<file path="config.mk">
export PLATFORM = sky130hd
export DESIGN_NAME = duart_chan_regs
export DESIGN_NICKNAME = d
export VERILOG_FILES = /design/src/verilog/duart_pkg.sv /design/src/verilog/input_change_cell.sv /design/src/verilog/duart_chan_regs.sv
export SDC_FILE = /design/constraint.sdc
export NUM_CORES = 1
export LEC_CHECK = 0
export BUFFER_PORTS_ARGS = -buffer_cell sky130_fd_sc_hd__buf_2
export CAP_MARGIN = 20
export CORE_ASPECT_RATIO = 1.4
export CORE_MARGIN = 5
export CORE_UTILIZATION = 46
export DETAILED_ROUTE_END_ITERATION = 16
export PLACE_DENSITY_LB_ADDON = 0.3
export SLEW_MARGIN = 20
export SYNTH_ARGS = -nofsm -noshare
export SYNTH_HDL_FRONTEND = slang
export SYNTH_SLANG_ARGS = --single-unit
export TNS_END_PERCENT = 50
</file>
<file path="constraint.sdc">
create_clock -name pclk -period 1.5 [get_ports pclk]
set_input_delay 0.3 -clock pclk [delete_from_list [all_inputs] [get_ports pclk]]
set_output_delay 0.3 -clock pclk [all_outputs]
set_load 0.01 [all_outputs]
</file>
<file path="src/verilog/duart_pkg.sv">
// Purpose: shared constants and carriers for the channel A mode/irq block
// Assumes: 32-bit APB, one register per aligned word
// Notes: all reset values are zero
`default_nettype none
package duart_pkg;
   // register byte offsets
   localparam logic [7:0] OFF_MODE = 8'h00;
   localparam logic [7:0] OFF_STATUS = 8'h04;
   localparam logic [7:0] OFF_COMMAND = 8'h08;
   localparam logic [7:0] OFF_AUX = 8'h10;
   localparam logic [7:0] OFF_IN_CHG = 8'h14;
   localparam logic [7:0] OFF_IRQ_STAT = 8'h18;
   localparam logic [7:0] OFF_IRQ_MASK = 8'h1c;
   localparam logic [7:0] OFF_PRE_HI = 8'h20;
   localparam logic [7:0] OFF_PRE_LO = 8'h24;
   localparam logic [7:0] OFF_PIN_CFG = 8'h28;
   localparam logic [7:0] OFF_OUT_SET = 8'h2c;
   localparam logic [7:0] OFF_OUT_CLR = 8'h30;
   localparam logic [7:0] REG_RESET = 8'h00;
   // first mode register fields
   localparam int MR1_RTS = 7;
   localparam int MR1_RXINT = 6;
   localparam int MR1_ERRMODE = 5;
   localparam int MR1_PAR_HI = 4;
   localparam int MR1_PAR_LO = 3;
   localparam int MR1_PTYPE = 2;
   localparam int MR1_BITS_HI = 1;
   localparam logic [3:0] DATA_BITS_MIN = 4'h5;
   // aux control and pin config fields
   localparam int ACR_BRG = 7;
   localparam int ACR_CT_HI = 6;
   localparam int ACR_CT_LO = 4;
   localparam int PINCFG_PIN4 = 4;
   // command misc field and codes
   localparam int CMD_HI = 7;
   localparam int CMD_LO = 4;
   localparam logic [3:0] CMD_SET_PTR = 4'h1;
   localparam logic [3:0] CMD_RESET_ERR = 4'h4;
   // interrupt status bit positions
   localparam int IRQ_TXA = 0;
   localparam int IRQ_RXA = 1;
   localparam int IRQ_BRKA = 2;
   localparam int IRQ_CTR = 3;
   localparam int IRQ_TXB = 4;
   localparam int IRQ_RXB = 5;
   localparam int IRQ_BRKB = 6;
   localparam int IRQ_INCHG = 7;
   typedef enum logic [1:0] {
      PAR_WITH = 2'b00,
      PAR_FORCE = 2'b01,
      PAR_NONE = 2'b10,
      PAR_MULTI = 2'b11
   } par_mode_type;
   typedef enum logic {
      PTR_FIRST = 1'b0,
      PTR_SECOND = 1'b1
   } mr_ptr_type;
   typedef struct packed {
      logic start_valid;
      logic fifo_full;
      logic rx_ready;
      logic overrun;
      logic tx_empty;
      logic tx_ready;
      logic top_break;
      logic top_framing;
      logic top_parity;
   } rx_side_type;
   typedef struct packed {
      logic brk_delta_a;
      logic brk_delta_b;
      logic rx_src_b;
      logic tx_ready_b;
      logic counter_ready;
   } irq_src_type;
   typedef struct packed {
      logic parity_en;
      logic parity_forced;
      logic parity_type;
      logic multidrop;
      logic ad_polarity;
      logic [3:0] data_bits;
   } char_format_type;
   typedef struct packed {
      logic brg_set2;
      logic [2:0] ct_mode;
      logic [15:0] preload;
   } timer_cfg_type;
endpackage
`default_nettype wire

</file>
<file path="src/verilog/input_change_cell.sv">
// Purpose: change detector with sticky flag for one input pin
// Assumes: level is synchronous to pclk
// Notes: first edge after reset only arms, so no false change
`timescale 1ns/100ps
`default_nettype none
module input_change_cell (
   input wire logic pclk,
   input wire logic presetn,
   input wire logic level,
   input wire logic clear,
   output logic delta_q
);
   logic prev_q;
   logic armed_q;
   logic delta_d;
   wire changed = armed_q & (level != prev_q);
   // set beats a clear in the same cycle
   assign delta_d = changed | (delta_q & ~clear);
   always_ff @(posedge pclk or negedge presetn) begin
      if (!presetn) begin
         prev_q <= 1'b0;
         armed_q <= 1'b0;
         delta_q <= 1'b0;
      end else begin
         prev_q <= level;
         armed_q <= 1'b1;
         delta_q <= delta_d;
      end
   end
endmodule // input_change_cell
`default_nettype wire

</file>
<file path="src/verilog/duart_chan_regs.sv">
// Purpose: channel A first mode register, aux, change, irq, preload regs
// Assumes: APB slave, zero wait states, receiver status on rx port
// Notes: read data is captured in the setup cycle
// Operation
// - pointer starts at first mode reg; any access moves it to second
// - with rts control set, start bit into full fifo negates rts
// - auto negation keeps output bit 0; rts returns when fifo frees
// - bit 6 picks receiver-ready or fifo-full as receive irq source
// - selected receive status drives pin 4 when configured as irq
// - char mode: error bits show only the fifo top character
// - block mode: error bits OR every top character until reset-error
// - with or forced parity: parity appended and checked
// - parity field 11 selects multidrop mode
// - parity type sets odd/even or forced level; ignored without parity
// - in multidrop parity type sets address/data bit polarity
// - bits field sets data bits, start/parity/stop not counted
// - aux bit 7 selects baud set one or two
//
// Decided for this implementation: the address map and register access over APB.
`timescale 1ns/100ps
`default_nettype none
module duart_chan_regs #(
   parameter int N_CHG = 4
) (
   input wire logic pclk,
   input wire logic presetn,
   input wire logic psel,
   input wire logic penable,
   input wire logic pwrite,
   input wire logic [7:0] paddr,
   input wire logic [31:0] pwdata,
   output logic [31:0] prdata,
   output logic pready,
   output logic pslverr,
   input wire duart_pkg::rx_side_type rx,
   input wire duart_pkg::irq_src_type src,
   input wire logic [N_CHG-1:0] in_pins,
   output duart_pkg::char_format_type fmt,
   output duart_pkg::timer_cfg_type tmr,
   output logic [7:0] chan_a_mode_second,
   output logic [7:0] out_pins,
   output logic irq
);
   import duart_pkg::*;

   generate
      if (N_CHG < 1 || N_CHG > 4) begin : g_bad
         $error("N_CHG must be 1 to 4");
      end
   endgenerate

   // bus phases
   wire setup = psel & ~penable;
   wire acc = psel & penable;
   wire wr = acc & pwrite;
   wire rd = acc & ~pwrite;

   // address decode
   wire hit_mode = paddr == OFF_MODE;
   wire hit_stat = paddr == OFF_STATUS;
   wire hit_cmd = paddr == OFF_COMMAND;
   wire hit_aux = paddr == OFF_AUX;
   wire hit_chg = paddr == OFF_IN_CHG;
   wire hit_isr = paddr == OFF_IRQ_STAT;
   wire hit_imr = paddr == OFF_IRQ_MASK;
   wire hit_phi = paddr == OFF_PRE_HI;
   wire hit_plo = paddr == OFF_PRE_LO;
   wire hit_cfg = paddr == OFF_PIN_CFG;
   wire hit_set = paddr == OFF_OUT_SET;
   wire hit_clr = paddr == OFF_OUT_CLR;
   wire mapped = hit_mode | hit_stat | hit_cmd | hit_aux | hit_chg |
      hit_isr | hit_imr | hit_phi | hit_plo | hit_cfg | hit_set | hit_clr;

   // registers
   mr_ptr_type ptr_q, ptr_d;
   logic [7:0] mr1_q, mr2_q, acr_q, imr_q, isr_q, isr_d;
   logic [7:0] phi_q, plo_q, output_pin_config_q, opr_q, opr_d;
   logic [2:0] err_acc_q, err_acc_d;
   logic rts_block_q, rts_block_d;
   logic [31:0] prdata_q;
   logic [3:0] delta_all;
   logic [3:0] level_all;

   // commands
   wire [3:0] misc = pwdata[CMD_HI:CMD_LO];
   wire cmd_wr = wr & hit_cmd;
   wire set_ptr = cmd_wr & (misc == CMD_SET_PTR);
   wire clr_err = cmd_wr & (misc == CMD_RESET_ERR);

   // mode pointer; the command and a mode access never share a cycle
   wire mode_acc = acc & hit_mode;
   wire mr1_wr = wr & hit_mode & (ptr_q == PTR_FIRST);
   wire mr2_wr = wr & hit_mode & (ptr_q == PTR_SECOND);
   assign ptr_d = set_ptr ? PTR_FIRST :
      (mode_acc ? PTR_SECOND : ptr_q);
   wire [7:0] mode_rd = (ptr_q == PTR_FIRST) ? mr1_q : mr2_q;

   // character format
   par_mode_type pmode;
   assign pmode = par_mode_type'(mr1_q[MR1_PAR_HI:MR1_PAR_LO]);
   wire par_on = (pmode == PAR_WITH) | (pmode == PAR_FORCE);
   assign fmt.parity_en = par_on;
   assign fmt.parity_forced = pmode == PAR_FORCE;
   assign fmt.parity_type = par_on & mr1_q[MR1_PTYPE];
   assign fmt.multidrop = pmode == PAR_MULTI;
   assign fmt.ad_polarity = fmt.multidrop & mr1_q[MR1_PTYPE];
   assign fmt.data_bits = DATA_BITS_MIN +
      {2'b00, mr1_q[MR1_BITS_HI:0]};
   assign chan_a_mode_second = mr2_q;

   // timer and baud set
   assign tmr.brg_set2 = acr_q[ACR_BRG];
   assign tmr.ct_mode = acr_q[ACR_CT_HI:ACR_CT_LO];
   assign tmr.preload = {phi_q, plo_q};

   // receive irq source
   wire rx_src_a = mr1_q[MR1_RXINT] ? rx.fifo_full : rx.rx_ready;

   // error status; top bits only count while a character is there
   wire [2:0] top_err = rx.rx_ready ?
      {rx.top_break, rx.top_framing, rx.top_parity} : 3'b000;
   wire blk_mode = mr1_q[MR1_ERRMODE];
   // accumulation runs in block mode only, set beats the reset command
   assign err_acc_d = (clr_err ? 3'b000 : err_acc_q) |
      (blk_mode ? top_err : 3'b000);
   wire [2:0] err_shown = blk_mode ? (err_acc_q | top_err) : top_err;
   wire [7:0] chan_status = {err_shown, rx.overrun, rx.tx_empty,
      rx.tx_ready, rx.fifo_full, rx.rx_ready};

   // receiver flow control; output bit 0 itself is never touched here
   wire rts_hit = mr1_q[MR1_RTS] & rx.start_valid & rx.fifo_full;
   assign rts_block_d = rx.fifo_full & (rts_block_q | rts_hit);
   wire out_pin_0 = ~(opr_q[0] & ~rts_block_q);
   wire chan_a_request_to_send_n = out_pin_0;
   wire out_pin_4 = output_pin_config_q[PINCFG_PIN4] ? ~rx_src_a : ~opr_q[4];
   // pins drive the inverse of the output bits, except pin 4 when configured as irq and pin 0 while rts is blocked
   assign out_pins = {~opr_q[7:5], out_pin_4, ~opr_q[3:1],
      chan_a_request_to_send_n};

   // output port bit set and reset
   wire [7:0] opr_set = (wr & hit_set) ? pwdata[7:0] : 8'h00;
   wire [7:0] opr_clr = (wr & hit_clr) ? pwdata[7:0] : 8'h00;
   assign opr_d = (opr_q & ~opr_clr) | opr_set;

   // input change detectors
   wire chg_clear = rd & hit_chg;
   genvar i;
   generate
      for (i = 0; i < 4; i = i + 1) begin : g_chg
         if (i < N_CHG) begin : g_on
            input_change_cell u_cell (
               .pclk(pclk),
               .presetn(presetn),
               .level(in_pins[i]),
               .clear(chg_clear),
               .delta_q(delta_all[i])
            );
            assign level_all[i] = in_pins[i];
         end else begin : g_off
            assign delta_all[i] = 1'b0;
            assign level_all[i] = 1'b0;
         end
      end
   endgenerate
   wire in_chg = |(delta_all & acr_q[3:0]);

   // sticky status; a new event wins over the write-one clear
   wire [7:0] events = {in_chg, src.brk_delta_b, src.rx_src_b,
      src.tx_ready_b, src.counter_ready, src.brk_delta_a, rx_src_a,
      rx.tx_ready};
   wire [7:0] isr_w1c = (wr & hit_isr) ? pwdata[7:0] : 8'h00;
   assign isr_d = events | (isr_q & ~isr_w1c);
   assign irq = |(isr_q & imr_q);

   // read mux; write-only registers read as zero
   wire [7:0] rd_byte =
      hit_mode ? mode_rd :
      hit_stat ? chan_status :
      hit_chg ? {delta_all, level_all} :
      hit_isr ? isr_q : 8'h00;
   wire [31:0] prdata_d = setup ? {24'h000000, rd_byte} : prdata_q;
   assign prdata = prdata_q;
   assign pready = 1'b1;
   assign pslverr = acc & ~mapped;

   always_ff @(posedge pclk or negedge presetn) begin
      if (!presetn) begin
         ptr_q <= PTR_FIRST;
         mr1_q <= REG_RESET;
         mr2_q <= REG_RESET;
      end else begin
         ptr_q <= ptr_d;
         if (mr1_wr) mr1_q <= pwdata[7:0];
         if (mr2_wr) mr2_q <= pwdata[7:0];
      end
   end

   always_ff @(posedge pclk or negedge presetn) begin
      if (!presetn) begin
         acr_q <= REG_RESET;
         imr_q <= REG_RESET;
         phi_q <= REG_RESET;
         plo_q <= REG_RESET;
         output_pin_config_q <= REG_RESET;
      end else begin
         if (wr & hit_aux) acr_q <= pwdata[7:0];
         if (wr & hit_imr) imr_q <= pwdata[7:0];
         if (wr & hit_phi) phi_q <= pwdata[7:0];
         if (wr & hit_plo) plo_q <= pwdata[7:0];
         if (wr & hit_cfg) output_pin_config_q <= pwdata[7:0];
      end
   end

   always_ff @(posedge pclk or negedge presetn) begin
      if (!presetn) begin
         isr_q <= REG_RESET;
         opr_q <= REG_RESET;
         err_acc_q <= 3'b000;
         rts_block_q <= 1'b0;
         prdata_q <= 32'h00000000;
      end else begin
         isr_q <= isr_d;
         opr_q <= opr_d;
         err_acc_q <= err_acc_d;
         rts_block_q <= rts_block_d;
         prdata_q <= prdata_d;
      end
   end
endmodule // duart_chan_regs
`default_nettype wire

</file>
[After elaboration in Yosys (flattened, before gate mapping)]
Index checks and enable logic that the tools add are counted.
Operators by class
  $add $sub $neg: 1
  eq/ne operators: 19
  muxes and demuxes: 16
  bitwise logic cells: 73
  reduce and logical (&&, ||, !) cells: 5
Operators by type and width (count)
  8-bit 2-to-1 mux: 8
  8-bit by 6-bit == test with 1-bit output, second input constant: 5
  1-bit bitwise AND: 35
  8-bit by 5-bit == test with 1-bit output, second input constant: 4
  8-bit bitwise AND: 3
  1-bit bitwise OR: 17
  8-bit inverter: 2
  8-bit bitwise OR: 2
  3-bit 2-to-1 mux: 4
  1-bit inverter: 9
  8-bit by 3-bit == test with 1-bit output, second input constant: 1
  8-bit by 4-bit == test with 1-bit output, second input constant: 1
  8-bit logical NOT: 1
  8-bit OR reduction: 1
  3-bit inverter: 2
  3-bit bitwise OR: 2
  3-bit by 2-bit adder with 4-bit output, first input constant: 1
  4-bit bitwise AND: 1
  4-bit by 1-bit == test with 1-bit output, second input constant: 1
  4-bit by 3-bit == test with 1-bit output, second input constant: 1
  1-bit 2-to-1 mux: 4
  1-bit inequality test: 4
  4-bit OR reduction: 1
  2-bit by 1-bit == test with 1-bit output, second input constant: 1
  3 further kinds: 3
Storage, ports and cells
  bits in registers: 91
  bits of input ports: 63
  output and inout port bits: 80
  word-level logic and storage cells: 136

[Depth between registers and ports, before layout]
  word-level depth: 14
  mapped depth: 7
  mapped depth without buffers: 4

[Cells and area by module]
Synthesis repeated with hierarchy kept, for this count alone.
Unflattened totals
  cell total of the unflattened synthesis: 396
  area total of the unflattened synthesis: 4596.9 um2
By module, submodules not included
  duart_chan_regs: times used 1, cells each 368, area each 4196.5 um2, sequential area each 1951.9 um2
  input_change_cell: times used 4, cells each 7, area each 100.1 um2, sequential area each 75.1 um2

[Least setup slack after synthesis]
Ideal clock, no wire load.
  kind: input-to-reg
  from: in paddr[3]
  to: reg mr1_q[1]
  arrival time: 1879 ps
  data required time: 1375 ps
  path slack: -504 ps
  stages: 5
  path buffers: 2
  path through: buf_6 -> or4_1 -> buf_2 -> nor4_4 -> mux2_2
On the way
  word-level cells in the longest chain between the ends: 3
RTL lines
  start, declared: line duart_chan_regs.sv:30  | input wire logic [7:0] paddr,
  8-bit logical NOT: line duart_chan_regs.sv:59  | wire hit_mode = paddr == OFF_MODE;
  1-bit bitwise AND (2 in a row): line duart_chan_regs.sv:92  | wire mr1_wr = wr & hit_mode & (ptr_q == PTR_FIRST);
  end signal, assigned: line duart_chan_regs.sv:193  | if (mr1_wr) mr1_q <= pwdata[7:0];
  end, declared: line duart_chan_regs.sv:76  | logic [7:0] mr1_q, mr2_q, acr_q, imr_q, isr_q, isr_d;
No other way between the ends.
A chain may end at the register's enable or synchronous reset.

[Worst setup path in the final report]
  from: reg mr1_q[6]
  to: out out_pins[4]
On the way
  word-level cells in the longest chain between the ends: 3
RTL lines
  1-bit 2-to-1 mux: line duart_chan_regs.sv:117  | wire rx_src_a = mr1_q[MR1_RXINT] ? rx.fifo_full : rx.rx_ready;
  1-bit inverter: line duart_chan_regs.sv:135  | wire out_pin_4 = output_pin_config_q[PINCFG_PIN4] ? ~rx_src_a : ~opr_q[4];
  1-bit 2-to-1 mux: line duart_chan_regs.sv:135
  end, declared: line duart_chan_regs.sv:41  | output logic [7:0] out_pins,
No other way between the ends.

==> results.md <==
* Status: finished, violations left
* Failing checks: negative setup slack
* Port bufs at 93
* Nets at 554
* H-tree Lvls at 3
* Synth top area share at 0.512
* Seq/Total Area, Yosys at 0.512
* Crit end category: output pin
* Clock slew at reported path FFs at 0.06 ns
* Via Count at 3308
* Synth Area per Inst at 11.6 µm²
* Post-synth top flop: dfrtp_1
* Global-route wire length before repair at 18.4 mm
* Antenna fix cells at 0
* Number of enable flip-flop cells after synthesis at 0
* Final Skew at 0.00335 ns
* Synth area leaders: dfrtp_1 (51%), mux2_2 (12%), buf_4 (5.6%)
* Ys async rst share at 1.00
* Row cnt at 41
* RSZ-0062 raised after global routing: true
* Cells along the critical path: nor2b_2 -> nand3b_1 -> o21ai_2 -> buf_2
* Data arrival, critical path at 1.28 ns
* P per Cell Area at 899 mW/mm²
* Max-cap violation count at 0
* Hold Path Sink: g_chg[0].g_on.u_cell.prev_q
* 1st-iter DRT viols at 136
* CTS Root Cell: clkbuf_16
* Distinct cell type count after synthesis at 49
* Hold WS at 0.114 ns
* Die height at 124 µm
* Seq cells post-synth at 87
* Share of cells above drive strength 1 at 0.461
* Syn. warnings at 0
* WS Path Type: reg -> out
* GRT Util Overall at 0.211
* CP Data Required Time at 1.20 ns
* CTS tree: yes
* Worst min path class: in -> reg
* Largest net degree at the start of global routing at 36
* Final period utilization at 1.06
* Detailed placer's ending HPWL at 8.90 mm
* Initial antenna violation count at 0
* Drt drc at 0
* Initial DRT Pass Iterations at 4
* Via density at 5.50
* Critical path fanouts, max at 5
* Synth area leader: dfrtp_1
* Min Tclk post-route at 1.58 ns
* Avg WL per Cell at 19.1 µm
* Leak at 2.70 nW
* Core Box Area at 0.00903 mm²
* RR Endpoint: prdata[7]
* Start of the worst register-to-register path: ptr_q
* Clock Path Buffers at 2
* Slew Viols, Final at 0
* Max VDD drop at 0.000817 V
* Fmax achieved at 631 MHz
* Global placement routability congestion at 0.918
* Clock sinks at 87
* Worst skew pair latency at 0.33 ns
* Worst R2R Path Depth at 4
* Final setup violation count at 33
* Crit start category: flop
* Die Wd at 91.3 µm
* Delay-heaviest family, CP: flip-flops
* Ports at 143
* CP bufs+invs at 1
* Fillers at 769
* Hold path start: in_pins[0]
* Layout area overhead at 29.9%
* Worst path slowest cell: dfrtp_1
* Post-Syn Area at 0.00425 mm²
* WHS Path Cells at 1
* Setup ws final at -0.0846 ns
* Final wirelength at 11.5 mm
* Final antenna-violating net count at 0
* Post-Syn Instances at 368
* Worst path max stage delay at 0.43 ns
* R2R setup slack at 0.08 ns
* Global route total overflow at 0
* Commonest cells in the netlist: dfrtp_1 (87), mux2_2 (44), buf_4 (32)
* Initial Util at 0.471
* Die ar. at 0.0113 mm²
* Hold Violations, Final at 0
* TritonCTS buffer count at 9
* Layout Cells excl Fill at 602
* Most frequent cell after synthesis: dfrtp_1
* Placed insts at 578
* Vias in the first global route at 3399
## report_power, final
| part | total (W) | switching [W] | internal [W] |
|---|---|---|---|
| clock network | 0.00196 | 0.000854 | 0.00111 |
| registers | 0.00246 | 0.0000460 | 0.00241 |
| logic | 0.000549 | 0.000320 | 0.000229 |
## metrics by stage
| stage | TNS (ns) | instance area, µm² | power [W] | setup WS, ns | utilization |
|---|---|---|---|---|---|
| detailed placement | -30.20 | 5050 | 0.00302 | -0.532 | 0.560 |
| global route | -2.65 | 5530 | 0.00519 | -0.135 | 0.612 |
| global placement | -28.69 | 5050 | 0.00301 | -0.501 | 0.560 |
| CTS | -1.54 | 5450 | 0.00503 | -0.103 | 0.604 |
| floorplan | -13.82 | 4510 | 0.00279 | -0.480 | - |
| finish | -1.75 | 5530 | 0.00497 | -0.0846 | 0.612 |
## worst reg2reg max path, stage by stage, from the launching register on
cell,delay [ns]
dfrtp_1,0.40
buf_4,0.24
mux2i_1,0.28
nor2_1,0.07
a221o_1,0.32
## logic make-up after synthesis
kind of cell / Yosys count / synth area share
simple gates: 90 / 0.124
flops: 87 / 0.512
compound gates: 65 / 0.121
buf+inv: 65 / 0.0888
mux: 54 / 0.141
xor+xnor: 4 / 0.00824
other cells: 2 / 0.00177
fa+ha+maj: 1 / 0.00294
## placed cells by master, fill, tap and decap left out, drive strengths merged, types with 3 or more instances in the layout
cell type  netlist  routed
buf             38     140
inv             11      11
o21ai            7       7
a221o            4       4
mux2            46      46
nand3            6       6
mux2i            8       8
nor2            13      13
clkinv           0       5
nor3             8       8
a311oi           5       5
a22o            17      17
conb             2      26
clkbuf          16      11
a22oi            9       9
a21o             7       7
nor2b           12      12
xor2             4       4
nand2b           3       3
and4             5       5
nand2           25      25
a32o             3       3
dfrtp           87      87
a221oi           3       3
a211oi           5       5
## timing repair
item,4_1_cts,5_1_grt
gates resized for setup,18,15
endpoints found under the hold margin,30,0
pin swaps,10,12
buffers inserted,6,2
endpoints found under the setup margin,46,49
hold buffers,1,0
## flip-flops by register name, indices dropped and copies added, names as in the netlist, 8 cells and up
register	count
plo_q	8
acr_q	8
phi_q	8
chan_a_mode_second	8
isr_q	8
imr_q	8
opr_q	8
mr1_q	8
prdata	8
## per-layer routing
| layer | global-route usage | up-vias | share of wire |
|---|---|---|---|
| li1 | - | 1516 | - |
| met1 | 0.281 | 1654 | 0.40 |
| met2 | 0.343 | 121 | 0.50 |
| met3 | 0.0435 | 17 | 0.068 |
| met4 | 0.0761 | 0 | 0.025 |
| met5 | 0 | - | 0 |
## cell type report
type                    count  area (µm²)  area share
flip-flops and latches     87        2180       0.394
multi-input cells         240        2000       0.361
repair buffers            141         918       0.166
clock buffers              11         233      0.0421
well taps                 107         134      0.0242
inverters                  11        41.3     0.00747
clock inverters             5        25.0     0.00453
## worst max path at each step
| stage | from | endpoint | slack (ns) | cells past startpoint |
|---|---|---|---|---|
| final | mr1_q[6] | out_pins[4] | -0.08 | 4 |
| after CTS | mr1_q[6] | out_pins[4] | -0.10 | 4 |
| after global routing | mr1_q[6] | out_pins[4] | -0.13 | 4 |
| after global placement | paddr[5] | acr_q[0] | -0.50 | 4 |
| after detailed placement | paddr[5] | acr_q[0] | -0.53 | 4 |
| after floorplan | paddr[4] | mr1_q[5] | -0.48 | 5 |
No activity file was read; power rests on OpenSTA's default activity.
